[src/include/sadc_pkg.sv]
// constants and types shared by the serial converter control logic
package sadc_pkg;

  localparam int          SADC_RESULT_BITS = 8;
  localparam int          SADC_CODES       = 256;
  localparam int          SADC_LSB_BITS    = SADC_RESULT_BITS - 1;
  localparam int          SADC_FIFO_DEPTH  = 16;
  localparam logic [7:0]  SADC_TRIAL_RESET = 8'h80;
  localparam logic [7:0]  SADC_RESULT_RST  = 8'h00;
  localparam logic [2:0]  SADC_CNT_RST     = 3'h0;
  localparam logic [2:0]  SADC_CNT_LAST    = 3'(SADC_RESULT_BITS - 1);
  localparam logic [2:0]  SADC_LSB_LAST    = 3'(SADC_LSB_BITS - 1);
  localparam logic [2:0]  SADC_MUX_LAST    = 3'h1;
  // multiplexer word encoding
  localparam logic        SADC_MODE_SINGLE = 1'b1;
  localparam logic        SADC_MODE_DIFF   = 1'b0;

  typedef enum logic [2:0] {
    SADC_IDLE,
    SADC_WAIT_START,
    SADC_ADDR,
    SADC_SETTLE,
    SADC_CONV,
    SADC_LSB_OUT,
    SADC_TAIL
  } sadc_state_t;

endpackage

[src/include/sadc_stream_if.sv]
// valid/ready stream carrying conversion results between the controller and its fifo
`timescale 1ns/10ps
interface sadc_stream_if #(
  parameter int WIDTH = 8
);
  logic             valid;
  logic             ready;
  logic [WIDTH-1:0] data;

  modport source (output valid, output data, input ready);
  modport sink   (input valid, input data, output ready);
endinterface

[src/rtl/sadc_fifo.sv]
// flip-flop fifo with valid/ready on both sides
`timescale 1ns/10ps
module sadc_fifo #(
  parameter int WIDTH = 8,
  parameter int DEPTH = 16
) (
  input wire logic clock,
  input wire logic sys_rst,
  sadc_stream_if.sink   wr,
  sadc_stream_if.source rd
);
  localparam int AW = (DEPTH > 1) ? $clog2(DEPTH) : 1;
  localparam int CW = $clog2(DEPTH + 1);

  logic [WIDTH-1:0] mem_r [DEPTH];
  logic [AW-1:0]    wr_ptr_r;
  logic [AW-1:0]    rd_ptr_r;
  logic [CW-1:0]    count_r;
  wire              do_push;
  wire              do_pop;
  wire  [AW-1:0]    wr_ptr_inc;
  wire  [AW-1:0]    rd_ptr_inc;

  assign wr.ready   = (count_r != CW'(DEPTH));
  assign rd.valid   = (count_r != '0);
  assign rd.data    = mem_r[rd_ptr_r];
  assign do_push    = wr.valid & wr.ready;
  assign do_pop     = rd.valid & rd.ready;
  assign wr_ptr_inc = (wr_ptr_r == AW'(DEPTH - 1)) ? '0 : AW'(wr_ptr_r + 1'b1);
  assign rd_ptr_inc = (rd_ptr_r == AW'(DEPTH - 1)) ? '0 : AW'(rd_ptr_r + 1'b1);

  // storage has no reset: rd.valid needs a nonzero count, so only written entries are ever read
  always_ff @(posedge clock) begin
    if (do_push) begin
      mem_r[wr_ptr_r] <= wr.data;
    end
  end

  always_ff @(posedge clock or posedge sys_rst) begin
    if (sys_rst) begin
      wr_ptr_r <= '0;
      rd_ptr_r <= '0;
      count_r  <= '0;
    end else begin
      if (do_push) begin
        wr_ptr_r <= wr_ptr_inc;
      end
      if (do_pop) begin
        rd_ptr_r <= rd_ptr_inc;
      end
      if (do_push && !do_pop) begin
        count_r <= CW'(count_r + 1'b1);
      end else if (do_pop && !do_push) begin
        count_r <= CW'(count_r - 1'b1);
      end
    end
  end
endmodule

[src/rtl/sadc_serial_ctrl.sv]
// serial link control, successive approximation sequencing and result buffering
`timescale 1ns/10ps
// Behaviour
// - chip select low starts a sequence awaiting start bit and multiplexer word.
// - each serial clock rise during addressing shifts in the serial input.
// - leading zeros are ignored; first sampled one is the start bit.
// - exactly two bits after the start bit form the multiplexer word.
// - half a clock of idle settling follows channel assignment.
// - serial input is ignored from settling until chip select rises.
// - output leaves high impedance and drives zero during settling.
// - each comparison bit is driven on the falling edge, MSB first.
// - conversion completes after eight clock periods, one bit each.
// - two-channel variant repeats the result LSB first right afterwards.
// - after the last bit the output stays low until chip select rises.
// - single-channel variant sends only the MSB-first stream.
// - input is sampled only while output is high impedance; host releases wire.
// - chip select high holds the logic in static low power.
// - chip select high keeps the output driver in high impedance.
// - result is 8 bits, 256 codes across the reference.
// - differential inputs are sampled half a clock period apart.
// - word bit one picks single or differential, bit two the channel.
// - single-channel variant has fixed polarity and no serial input or word.
// - positive input below negative gives an all-zeros code.
module sadc_serial_ctrl
  import sadc_pkg::*;
#(
  parameter bit DUAL_CHANNEL = 1'b1,
  parameter int FIFO_DEPTH   = SADC_FIFO_DEPTH
) (
  input  wire logic                        clock,
  input  wire logic                        sys_rst,
  input  wire logic                        cs_n,
  input  wire logic                        sclk,
  input  wire logic                        serial_in_line,
  output wire logic                        dout,
  output wire logic                        dout_oe,
  input  wire logic                        comp_high,
  output wire logic [SADC_RESULT_BITS-1:0] dac_code,
  output wire logic                        sample_pos,
  output wire logic                        sample_neg,
  output wire logic                        single_diff_select,
  output wire logic                        odd_sign,
  output wire logic                        low_power,
  output wire logic [SADC_RESULT_BITS-1:0] result_data,
  output wire logic                        result_valid,
  input  wire logic                        result_ready
);

  sadc_state_t                 state_r;
  sadc_state_t                 state_nxt;
  logic                        sclk_prev_r;
  logic [2:0]                  bit_cnt_r;
  logic [2:0]                  bit_cnt_nxt;
  logic                        single_diff_select_r;
  logic                        single_diff_select_nxt;
  logic                        odd_sign_r;
  logic                        odd_sign_nxt;
  logic                        settled_r;
  logic                        settled_nxt;
  logic [SADC_RESULT_BITS-1:0] trial_r;
  logic [SADC_RESULT_BITS-1:0] trial_nxt;
  logic [SADC_RESULT_BITS-1:0] shift_r;
  logic [SADC_RESULT_BITS-1:0] shift_nxt;
  logic                        dout_r;
  logic                        dout_nxt;
  logic                        oe_r;
  logic                        oe_nxt;
  logic                        sample_pos_r;
  logic                        sample_pos_nxt;
  logic                        sample_neg_r;
  logic                        sample_neg_nxt;
  logic                        push;

  wire                         sclk_rise;
  wire                         sclk_fall;
  wire                         conv_last;
  wire [SADC_RESULT_BITS-1:0]  bit_mask;
  wire [SADC_RESULT_BITS-1:0]  decided;
  wire                         lsb_expect;

  sadc_stream_if #(.WIDTH(SADC_RESULT_BITS)) push_if ();
  sadc_stream_if #(.WIDTH(SADC_RESULT_BITS)) pop_if ();

  // serial clock is taken as synchronous to clock; edges come from one delay stage
  assign sclk_rise = sclk & ~sclk_prev_r;
  assign sclk_fall = ~sclk & sclk_prev_r;
  assign conv_last = (bit_cnt_r == SADC_CNT_LAST);
  assign bit_mask  = SADC_TRIAL_RESET >> bit_cnt_r;
  // comparator low clears the trial bit; an inverted input pair never sets any bit
  assign decided   = comp_high ? trial_r : (trial_r & ~bit_mask);
  // finished code stays in the trial register, so the repeat can be checked against it
  assign lsb_expect = dac_code[3'(bit_cnt_r + 3'h1)];

  assign dout               = dout_r;
  assign dout_oe            = oe_r;
  assign dac_code           = trial_r;
  assign sample_pos         = sample_pos_r;
  assign sample_neg         = sample_neg_r;
  assign single_diff_select = single_diff_select_r;
  assign odd_sign           = odd_sign_r;
  assign low_power          = (state_r == SADC_IDLE);

  assign push_if.valid = push;
  assign push_if.data  = decided;
  assign result_data   = pop_if.data;
  assign result_valid  = pop_if.valid;
  assign pop_if.ready  = result_ready;

  always_comb begin
    state_nxt              = state_r;
    bit_cnt_nxt            = bit_cnt_r;
    single_diff_select_nxt = single_diff_select_r;
    odd_sign_nxt           = odd_sign_r;
    settled_nxt            = settled_r;
    trial_nxt              = trial_r;
    shift_nxt              = shift_r;
    dout_nxt               = dout_r;
    oe_nxt                 = oe_r;
    sample_pos_nxt         = 1'b0;
    sample_neg_nxt         = 1'b0;
    push                   = 1'b0;
    if (cs_n) begin
      // deselect aborts from any state and releases the wire
      state_nxt   = SADC_IDLE;
      oe_nxt      = 1'b0;
      dout_nxt    = 1'b0;
      settled_nxt = 1'b0;
    end else begin
      case (state_r)
        SADC_IDLE: begin
          state_nxt   = SADC_WAIT_START;
          bit_cnt_nxt = SADC_CNT_RST;
          trial_nxt   = SADC_TRIAL_RESET;
          settled_nxt = 1'b0;
        end
        SADC_WAIT_START: begin
          // a full result buffer holds off the next start bit rather than lose a result
          if (sclk_rise && push_if.ready) begin
            if (!DUAL_CHANNEL) begin
              state_nxt = SADC_SETTLE;
            end else if (serial_in_line) begin
              state_nxt = SADC_ADDR;
            end
          end
        end
        SADC_ADDR: begin
          if (sclk_rise) begin
            if (bit_cnt_r != SADC_MUX_LAST) begin
              single_diff_select_nxt = serial_in_line;
              bit_cnt_nxt            = 3'(bit_cnt_r + 1'b1);
            end else begin
              odd_sign_nxt = serial_in_line;
              bit_cnt_nxt  = SADC_CNT_RST;
              state_nxt    = SADC_SETTLE;
            end
          end
        end
        SADC_SETTLE: begin
          if (sclk_fall && !settled_r) begin
            oe_nxt         = 1'b1;
            dout_nxt       = 1'b0;
            sample_pos_nxt = 1'b1;
            settled_nxt    = 1'b1;
          end else if (sclk_rise && settled_r) begin
            sample_neg_nxt = 1'b1;
            state_nxt      = SADC_CONV;
          end
        end
        SADC_CONV: begin
          if (sclk_fall) begin
            dout_nxt  = comp_high;
            trial_nxt = decided | (bit_mask >> 1);
            if (conv_last) begin
              push        = 1'b1;
              shift_nxt   = decided >> 1;
              bit_cnt_nxt = SADC_CNT_RST;
              state_nxt   = DUAL_CHANNEL ? SADC_LSB_OUT : SADC_TAIL;
            end else begin
              bit_cnt_nxt = 3'(bit_cnt_r + 1'b1);
            end
          end
        end
        SADC_LSB_OUT: begin
          // bit 0 was already sent as the last MSB-first bit, so the repeat starts at bit 1
          if (sclk_fall) begin
            dout_nxt    = shift_r[0];
            shift_nxt   = shift_r >> 1;
            bit_cnt_nxt = 3'(bit_cnt_r + 1'b1);
            if (bit_cnt_r == SADC_LSB_LAST) begin
              state_nxt = SADC_TAIL;
            end
          end
        end
        SADC_TAIL: begin
          if (sclk_fall) begin
            dout_nxt = 1'b0;
          end
        end
        default: begin
          state_nxt = SADC_IDLE;
        end
      endcase
    end
  end

  always_ff @(posedge clock or posedge sys_rst) begin
    if (sys_rst) begin
      state_r              <= SADC_IDLE;
      sclk_prev_r          <= 1'b0;
      bit_cnt_r            <= SADC_CNT_RST;
      single_diff_select_r <= SADC_MODE_DIFF;
      odd_sign_r           <= 1'b0;
      settled_r            <= 1'b0;
      trial_r              <= SADC_TRIAL_RESET;
      shift_r              <= SADC_RESULT_RST;
    end else begin
      state_r              <= state_nxt;
      sclk_prev_r          <= sclk;
      bit_cnt_r            <= bit_cnt_nxt;
      single_diff_select_r <= single_diff_select_nxt;
      odd_sign_r           <= odd_sign_nxt;
      settled_r            <= settled_nxt;
      trial_r              <= trial_nxt;
      shift_r              <= shift_nxt;
    end
  end

  always_ff @(posedge clock or posedge sys_rst) begin
    if (sys_rst) begin
      dout_r       <= 1'b0;
      oe_r         <= 1'b0;
      sample_pos_r <= 1'b0;
      sample_neg_r <= 1'b0;
    end else begin
      dout_r       <= dout_nxt;
      oe_r         <= oe_nxt;
      sample_pos_r <= sample_pos_nxt;
      sample_neg_r <= sample_neg_nxt;
    end
  end

  sadc_fifo #(
    .WIDTH (SADC_RESULT_BITS),
    .DEPTH (FIFO_DEPTH)
  ) u_fifo (
    .clock   (clock),
    .sys_rst (sys_rst),
    .wr      (push_if),
    .rd      (pop_if)
  );
endmodule

[config.mk]
export PLATFORM = sky130hd
export DESIGN_NAME = sadc_serial_ctrl
export DESIGN_NICKNAME = d
export VERILOG_FILES = /design/src/include/sadc_pkg.sv /design/src/include/sadc_stream_if.sv /design/src/rtl/sadc_fifo.sv /design/src/rtl/sadc_serial_ctrl.sv
export SDC_FILE = /design/constraint.sdc
export NUM_CORES = 1
export LEC_CHECK = 0
export BUFFER_PORTS_ARGS = -buffer_cell sky130_fd_sc_hd__clkbuf_2
export CAP_MARGIN = 20
export CORE_MARGIN = 8
export CORE_UTILIZATION = 60
export DETAILED_ROUTE_END_ITERATION = 10
export PLACE_DENSITY = 0.9
export SETUP_SLACK_MARGIN = 0.2
export SLEW_MARGIN = 20
export SYNTH_ARGS = -nofsm -noshare
export SYNTH_HDL_FRONTEND = slang
export SYNTH_SLANG_ARGS = --single-unit
export TNS_END_PERCENT = 10
[constraint.sdc]
create_clock -name clock -period 8.6 [get_ports clock]
set_clock_uncertainty 0.2 [all_clocks]
set_input_delay 1.72 -clock clock [delete_from_list [all_inputs] [get_ports clock]]
set_output_delay 1.72 -clock clock [all_outputs]
set_load 0.01 [all_outputs]
Word-level counts from Yosys, hierarchy flattened --
Memories as Yosys holds them, arrays and structs flattened. Index checks and enable logic that the tools add are counted.
Storage, ports and cells: flip-flop bits (word level) 43, memory bits (writable) 128, input bits 7, output and inout bits 24, memories kept 1
Memory list:
- u_fifo.mem_r | depth 16, width 8, read ports 1, clocked after Yosys merged registers in 0, write ports 1, RTL line sadc_fifo.sv:15 | logic [WIDTH-1:0] mem_r [DEPTH];
Cells by class: $add $sub $neg 5, equal/unequal tests 29, shift operators 1, mux-type cells 53, bitwise logic cells 11, reductions and logical operators 27
Operator list (count):
- 2-to-1 mux 3 bit | 16
- 2-to-1 mux 8 bit | 5
- != test 3 bit (second input constant) | 12
- one-hot mux 8 bit (2 select lines) | 2
- 2-to-1 mux 1 bit | 22
- one-hot mux 3 bit (7 select lines) | 1
- == test 3 bit (second input constant) | 5
- AND reduction 5 bit | 3
- one-hot mux 3 bit (4 select lines) | 1
- AND reduction 11 bit | 1
- 2-to-1 mux 5 bit | 2
- != test 2 bit (second input constant) | 5
- nonzero test 2 bit | 5
- nonzero test 5 bit | 2
- adder 4 x 1 -> 4 bit (second input constant) | 2
- AND 8 bit | 1
- == test 4 bit (second input constant) | 2
- 2-to-1 mux 4 bit | 2
- NOT 8 bit | 1
- bitwise OR 8 x 7 -> 8 bit | 1
- AND reduction 4 bit | 2
- right shift 8 x 3 -> 8 bit (first input constant) | 1
- == test 3 x 2 -> 1 bit (second input constant) | 2
- adder 5 x 1 -> 5 bit (second input constant) | 1
- other kinds (16) | 29

Longest topological paths before layout --
depth after elaboration 10, mapped depth 12, gate-level depth less buffers 11

By module --
Synthesis repeated with hierarchy kept, for this count alone.
Unflattened totals: cells, all modules 478, area, all modules 7445.9 um^2
Modules (own cells, without submodules):
- sadc_fifo | times used 1, cells an instance 298, area each 5789.3 um^2
- sadc_serial_ctrl | times used 1, cells an instance 180, area each 1656.6 um^2

Least setup slack after synthesis --
Ideal clock, no wire load.
kind input -> register, start input port sclk, end register u_fifo.count_r[4], setup time 0.080 ns, data arrival time 3.876 ns, setup slack 4.444 ns, stages on the path 10, path through nand4bb_4 > a2111oi_2 > buf_4 > ha_1 > inv_1 > fa_1 > a21o_1 > a21oi_1 > mux2i_1 > xnor2_1
On the way: word-level cells in the longest chain between the ends 9, elaborated cells between the ends (all ways) 11, classes of those cells mux (4); bitwise (3); reduce/logical (4)
Ends and longest elaborated chain:
- start, declared | RTL line sadc_serial_ctrl.sv:33 | input wire logic sclk,
- NOT 1 bit (*) | RTL line sadc_serial_ctrl.sv:86 | assign sclk_fall = ~sclk & sclk_prev_r;
- AND 1 bit (*) | RTL line sadc_serial_ctrl.sv:86
- 2-to-1 mux 1 bit (*) | RTL line sadc_serial_ctrl.sv:170 | if (sclk_fall) begin
- 2-to-1 mux 1 bit (*) | RTL line sadc_serial_ctrl.sv:129 | case (state_r)
- 2-to-1 mux 1 bit (*) | RTL line sadc_serial_ctrl.sv:122 | if (cs_n) begin
- AND 1 bit (*) | RTL line sadc_fifo.sv:27 | assign do_push = wr.valid & wr.ready;
- net u_fifo.do_push | RTL line sadc_fifo.sv:19 | wire do_push;
- logical NOT 1 bit | RTL line sadc_fifo.sv:53 | end else if (do_pop && !do_push) begin
- logical AND 1 bit | RTL line sadc_fifo.sv:53
- nonzero test 2 bit (no source line)
- end signal, assigned | RTL line sadc_fifo.sv:52 | count_r <= CW'(count_r + 1'b1);
- end signal, assigned | RTL line sadc_fifo.sv:54 | count_r <= CW'(count_r - 1'b1);
- end, declared | RTL line sadc_fifo.sv:18 | logic [CW-1:0] count_r;
Mark *: on every way through the listed nets, which the timed path passes. The rest lies on a longest branch. A chain may end at the register's enable or synchronous reset.

Worst setup path after layout --
start register u_fifo.rd_ptr_r[0], end output port result_data[1]
On the way: word-level cells in the longest chain between the ends 1
Ends and longest elaborated chain:
- start, declared | RTL line sadc_fifo.sv:17 | logic [AW-1:0] rd_ptr_r;
- start signal, assigned | RTL line sadc_fifo.sv:49 | rd_ptr_r <= rd_ptr_inc;
- memory read (16 x 8 bit)
- end, declared | RTL line sadc_serial_ctrl.sv:44 | output wire logic [SADC_RESULT_BITS-1:0] result_data,
No other way between the ends.

==> flow_summary.ini <==
[clock_tree]
clock_latency_ns = 0.43
cts_tree = yes
cts_resized = 0
cts_sinks = 170
clk_pin_slew_ns = 0.06
ctsHoldBuffers = 0
clk_path_buf_depth = 2
cts_buffers = 17
root_buffer = clkbuf_16
postCtsSetupBuffers = 0
htreeDepth = 4

[detailed_routing]
drtIter0Drc = 399
wirelength_mm = 15.26
dr.pass1.iters = 5
drcViolationCount = 0
vias_per_cell = 6.164
ant_nets = 0
vias = 4333
wl_per_cell_microns = 21.70

[critical_path]
worst-endpoint-required_ns = 6.68
worstPathArrival_ns = 2.67
path_max_fanout = 33
r2r_cells = 9
crit_type = flop to output pin
critPathCaptureType = output pin
regToRegSetupSlack_ns = 4.94
worstSetupStartpointType = flop

[sta]
slew_headroom_pct = 36.09
fmax_mhz = 217.6
setup_viol = 0
post-route-period-util_pct = 53.43
rsz0062_at_grt = false
tightest_slew_ns = 0.9566
drv_slew = 0
worst_hold_slack_ns = 0.3134
hold_violations = 0
fin_tns_setup_ns = 0
finalCriticalPeriod_ns = 4.595

[synthesis]
syn_inst = 485
synth_area_leader_cell = edfxtp_1
yosys_warnings = 0
ys_seq_area_share_pct = 64.65
synth_area_per_cell_sq_um = 15.62
synth_edf_count = 128
synth.cell_area_sq_mm = 0.007574
synth_top_area_share_pct = 50.75
synthFlopType = edfxtp_1
netlist-cell-type-count = 64
syn-num-nets = 508
yosysMostFrequentCell = edfxtp_1
ys_ff_latch = 170
synthArstFlopShare_pct = 24.71
synth_area_leaders = edfxtp_1, dfrtp_1, mux4_2, ha_1, mux2i_1
ys_top_cells_by_count = edfxtp_1, dfrtp_1, mux4_2, nand2_1, nor2_1

[status]
status = finished, final reports clean

[hold_path]
hold_class = flop to flop
worstHoldPathCells = 2

[place]
dp_hpwl_mm = 9.689
place_congestion = 0.8385
dp_cells = 671
port_buffers = 30

[layout]
antenna_cells = 0
stdcell_count = 703
fill_cells = 810
areaGrowthSynthToFinish_pct = 11.04
drive_above_1_share_pct = 22.03
fin_nets = 541

[global_routing]
grt_use_met1_pct = 24.17
grt.met2_usage_pct = 32.75
grt_pass1_vias = 4509
busiest_layer = met2
grt_max_degree = 43
antenna_found_initial = 0
grt_pass1_wl_mm = 24.06
gr-usage-all-layers_pct = 19.76
grt_overflow = 0
grt_util_met3_pct = 5.792

[power_and_ir_drop]
ir_drop_v = 0.0001828
power_density_mw_per_mm2 = 283.8
p_leak_nw = 2.924

[floorplanning]
start_util_pct = 60.75
ios = 31
core_area_sq_mm = 0.01247
die_y_microns = 128.4
die_w_microns = 128.4
rows = 41
dieArea_sq_mm = 0.01647

[job]
max-cap-violations = 0
state kept, by name (all words and copies together) (netlist names):
name	cells
shift_r	7
sample_pos	1
settled_r	1
bit_cnt_r	3
state_r	3
u_fifo.count_r	5
sclk_prev_r	1
single_diff_select	1
sample_neg	1
u_fifo.wr_ptr_r	4
dout	1
u_fifo.rd_ptr_r	4
odd_sign	1
dac_code	8
dout_oe	1
u_fifo.mem_r	128
power by group:
| group | internal [mW] | total [mW] | switching (mW) |
|---|---|---|---|
| Combinational | 0.288 | 0.610 | 0.322 |
| Clock | 0.460 | 0.762 | 0.302 |
| Sequential | 0.933 | 1.01 | 0.0812 |
routing by layer:
| layer | vias to the layer above | routed length [microns] |
|---|---|---|
| li1 | 1931 | - |
| met5 | - | 0 |
| met4 | 0 | 262 |
| met2 | 211 | 7691 |
| met3 | 24 | 1204 |
| met1 | 2167 | 6099 |
path summary, 6_finish.rpt:
path,from,end
worst max-delay path,u_fifo.rd_ptr_r[0]$_DFFE_PP0P_,result_data[1]
min in group asynchronous,sys_rst,dout_oe$_DFFE_PP0P_
worst max register to register,state_r[2]$_DFFE_PP0P_,u_fifo.count_r[4]$_DFFE_PP0P_
worst min-delay path,dac_code[5]$_DFFE_PP0P_,dac_code[5]$_DFFE_PP0P_
worst min register to register,dac_code[5]$_DFFE_PP0P_,dac_code[5]$_DFFE_PP0P_
max in group asynchronous,sys_rst,u_fifo.rd_ptr_r[0]$_DFFE_PP0P_
through the flow:
stage	setup slack [ns]	utilization, %	total power [mW]	instance area [sq um]
floorplan	4.444	-	1.526	7574
detailed placement	3.516	62.60	1.638	7804
global placement	3.643	62.60	1.613	7804
CTS	3.935	67.32	2.397	8392
finish	4.005	67.46	2.387	8409
global route	3.836	67.46	2.491	8409
final cells by class:
cell class	instances	area [sq um]	area share, %
clock inverters	9	140.1	1.666
inverters	17	63.81	0.7588
multi-input cells	271	2412	28.69
well taps	172	215.2	2.559
repair buffers	41	232.7	2.767
flip-flops and latches	170	4897	58.24
clock buffers	23	447.9	5.327
critical path, cell delays in order, from the launching register on:
cell,delay (ns)
dfrtp_2,0.45
buf_4,0.54
mux4_2,0.58
and2b_1,0.18
a211oi_1,0.26
a21oi_1,0.07
clkbuf_2,0.16
logic make-up (layout without fill, tap and decap cells):
family,Yosys count,in the layout,share of synthesized area [%]
compound gates,86,86,7.616
xor+xnor,7,7,0.8095
fa+ha+maj,16,16,2.742
buf+inv,44,90,3.734
flops,170,170,64.65
mux,52,52,12.31
simple gates,110,110,8.145
cells in the final DEF (no fill, tap or decap), drive strengths merged, types with 4 or more instances in the layout:
cell and instances:
a21oi 21, mux2i 14, mux2 6, mux4 32, xnor2 6, buf 11, nor2b 11, a211oi 9
nand3 4, and2 9, inv 19, nand2 31, ha 15, edfxtp 128, nor4 5, o21ai 19
clkbuf 53, a21o 4, nand2b 6, dfrtp 41, a21boi 7, a31oi 6, nor2 24
Power figures use the tool's default switching activity.
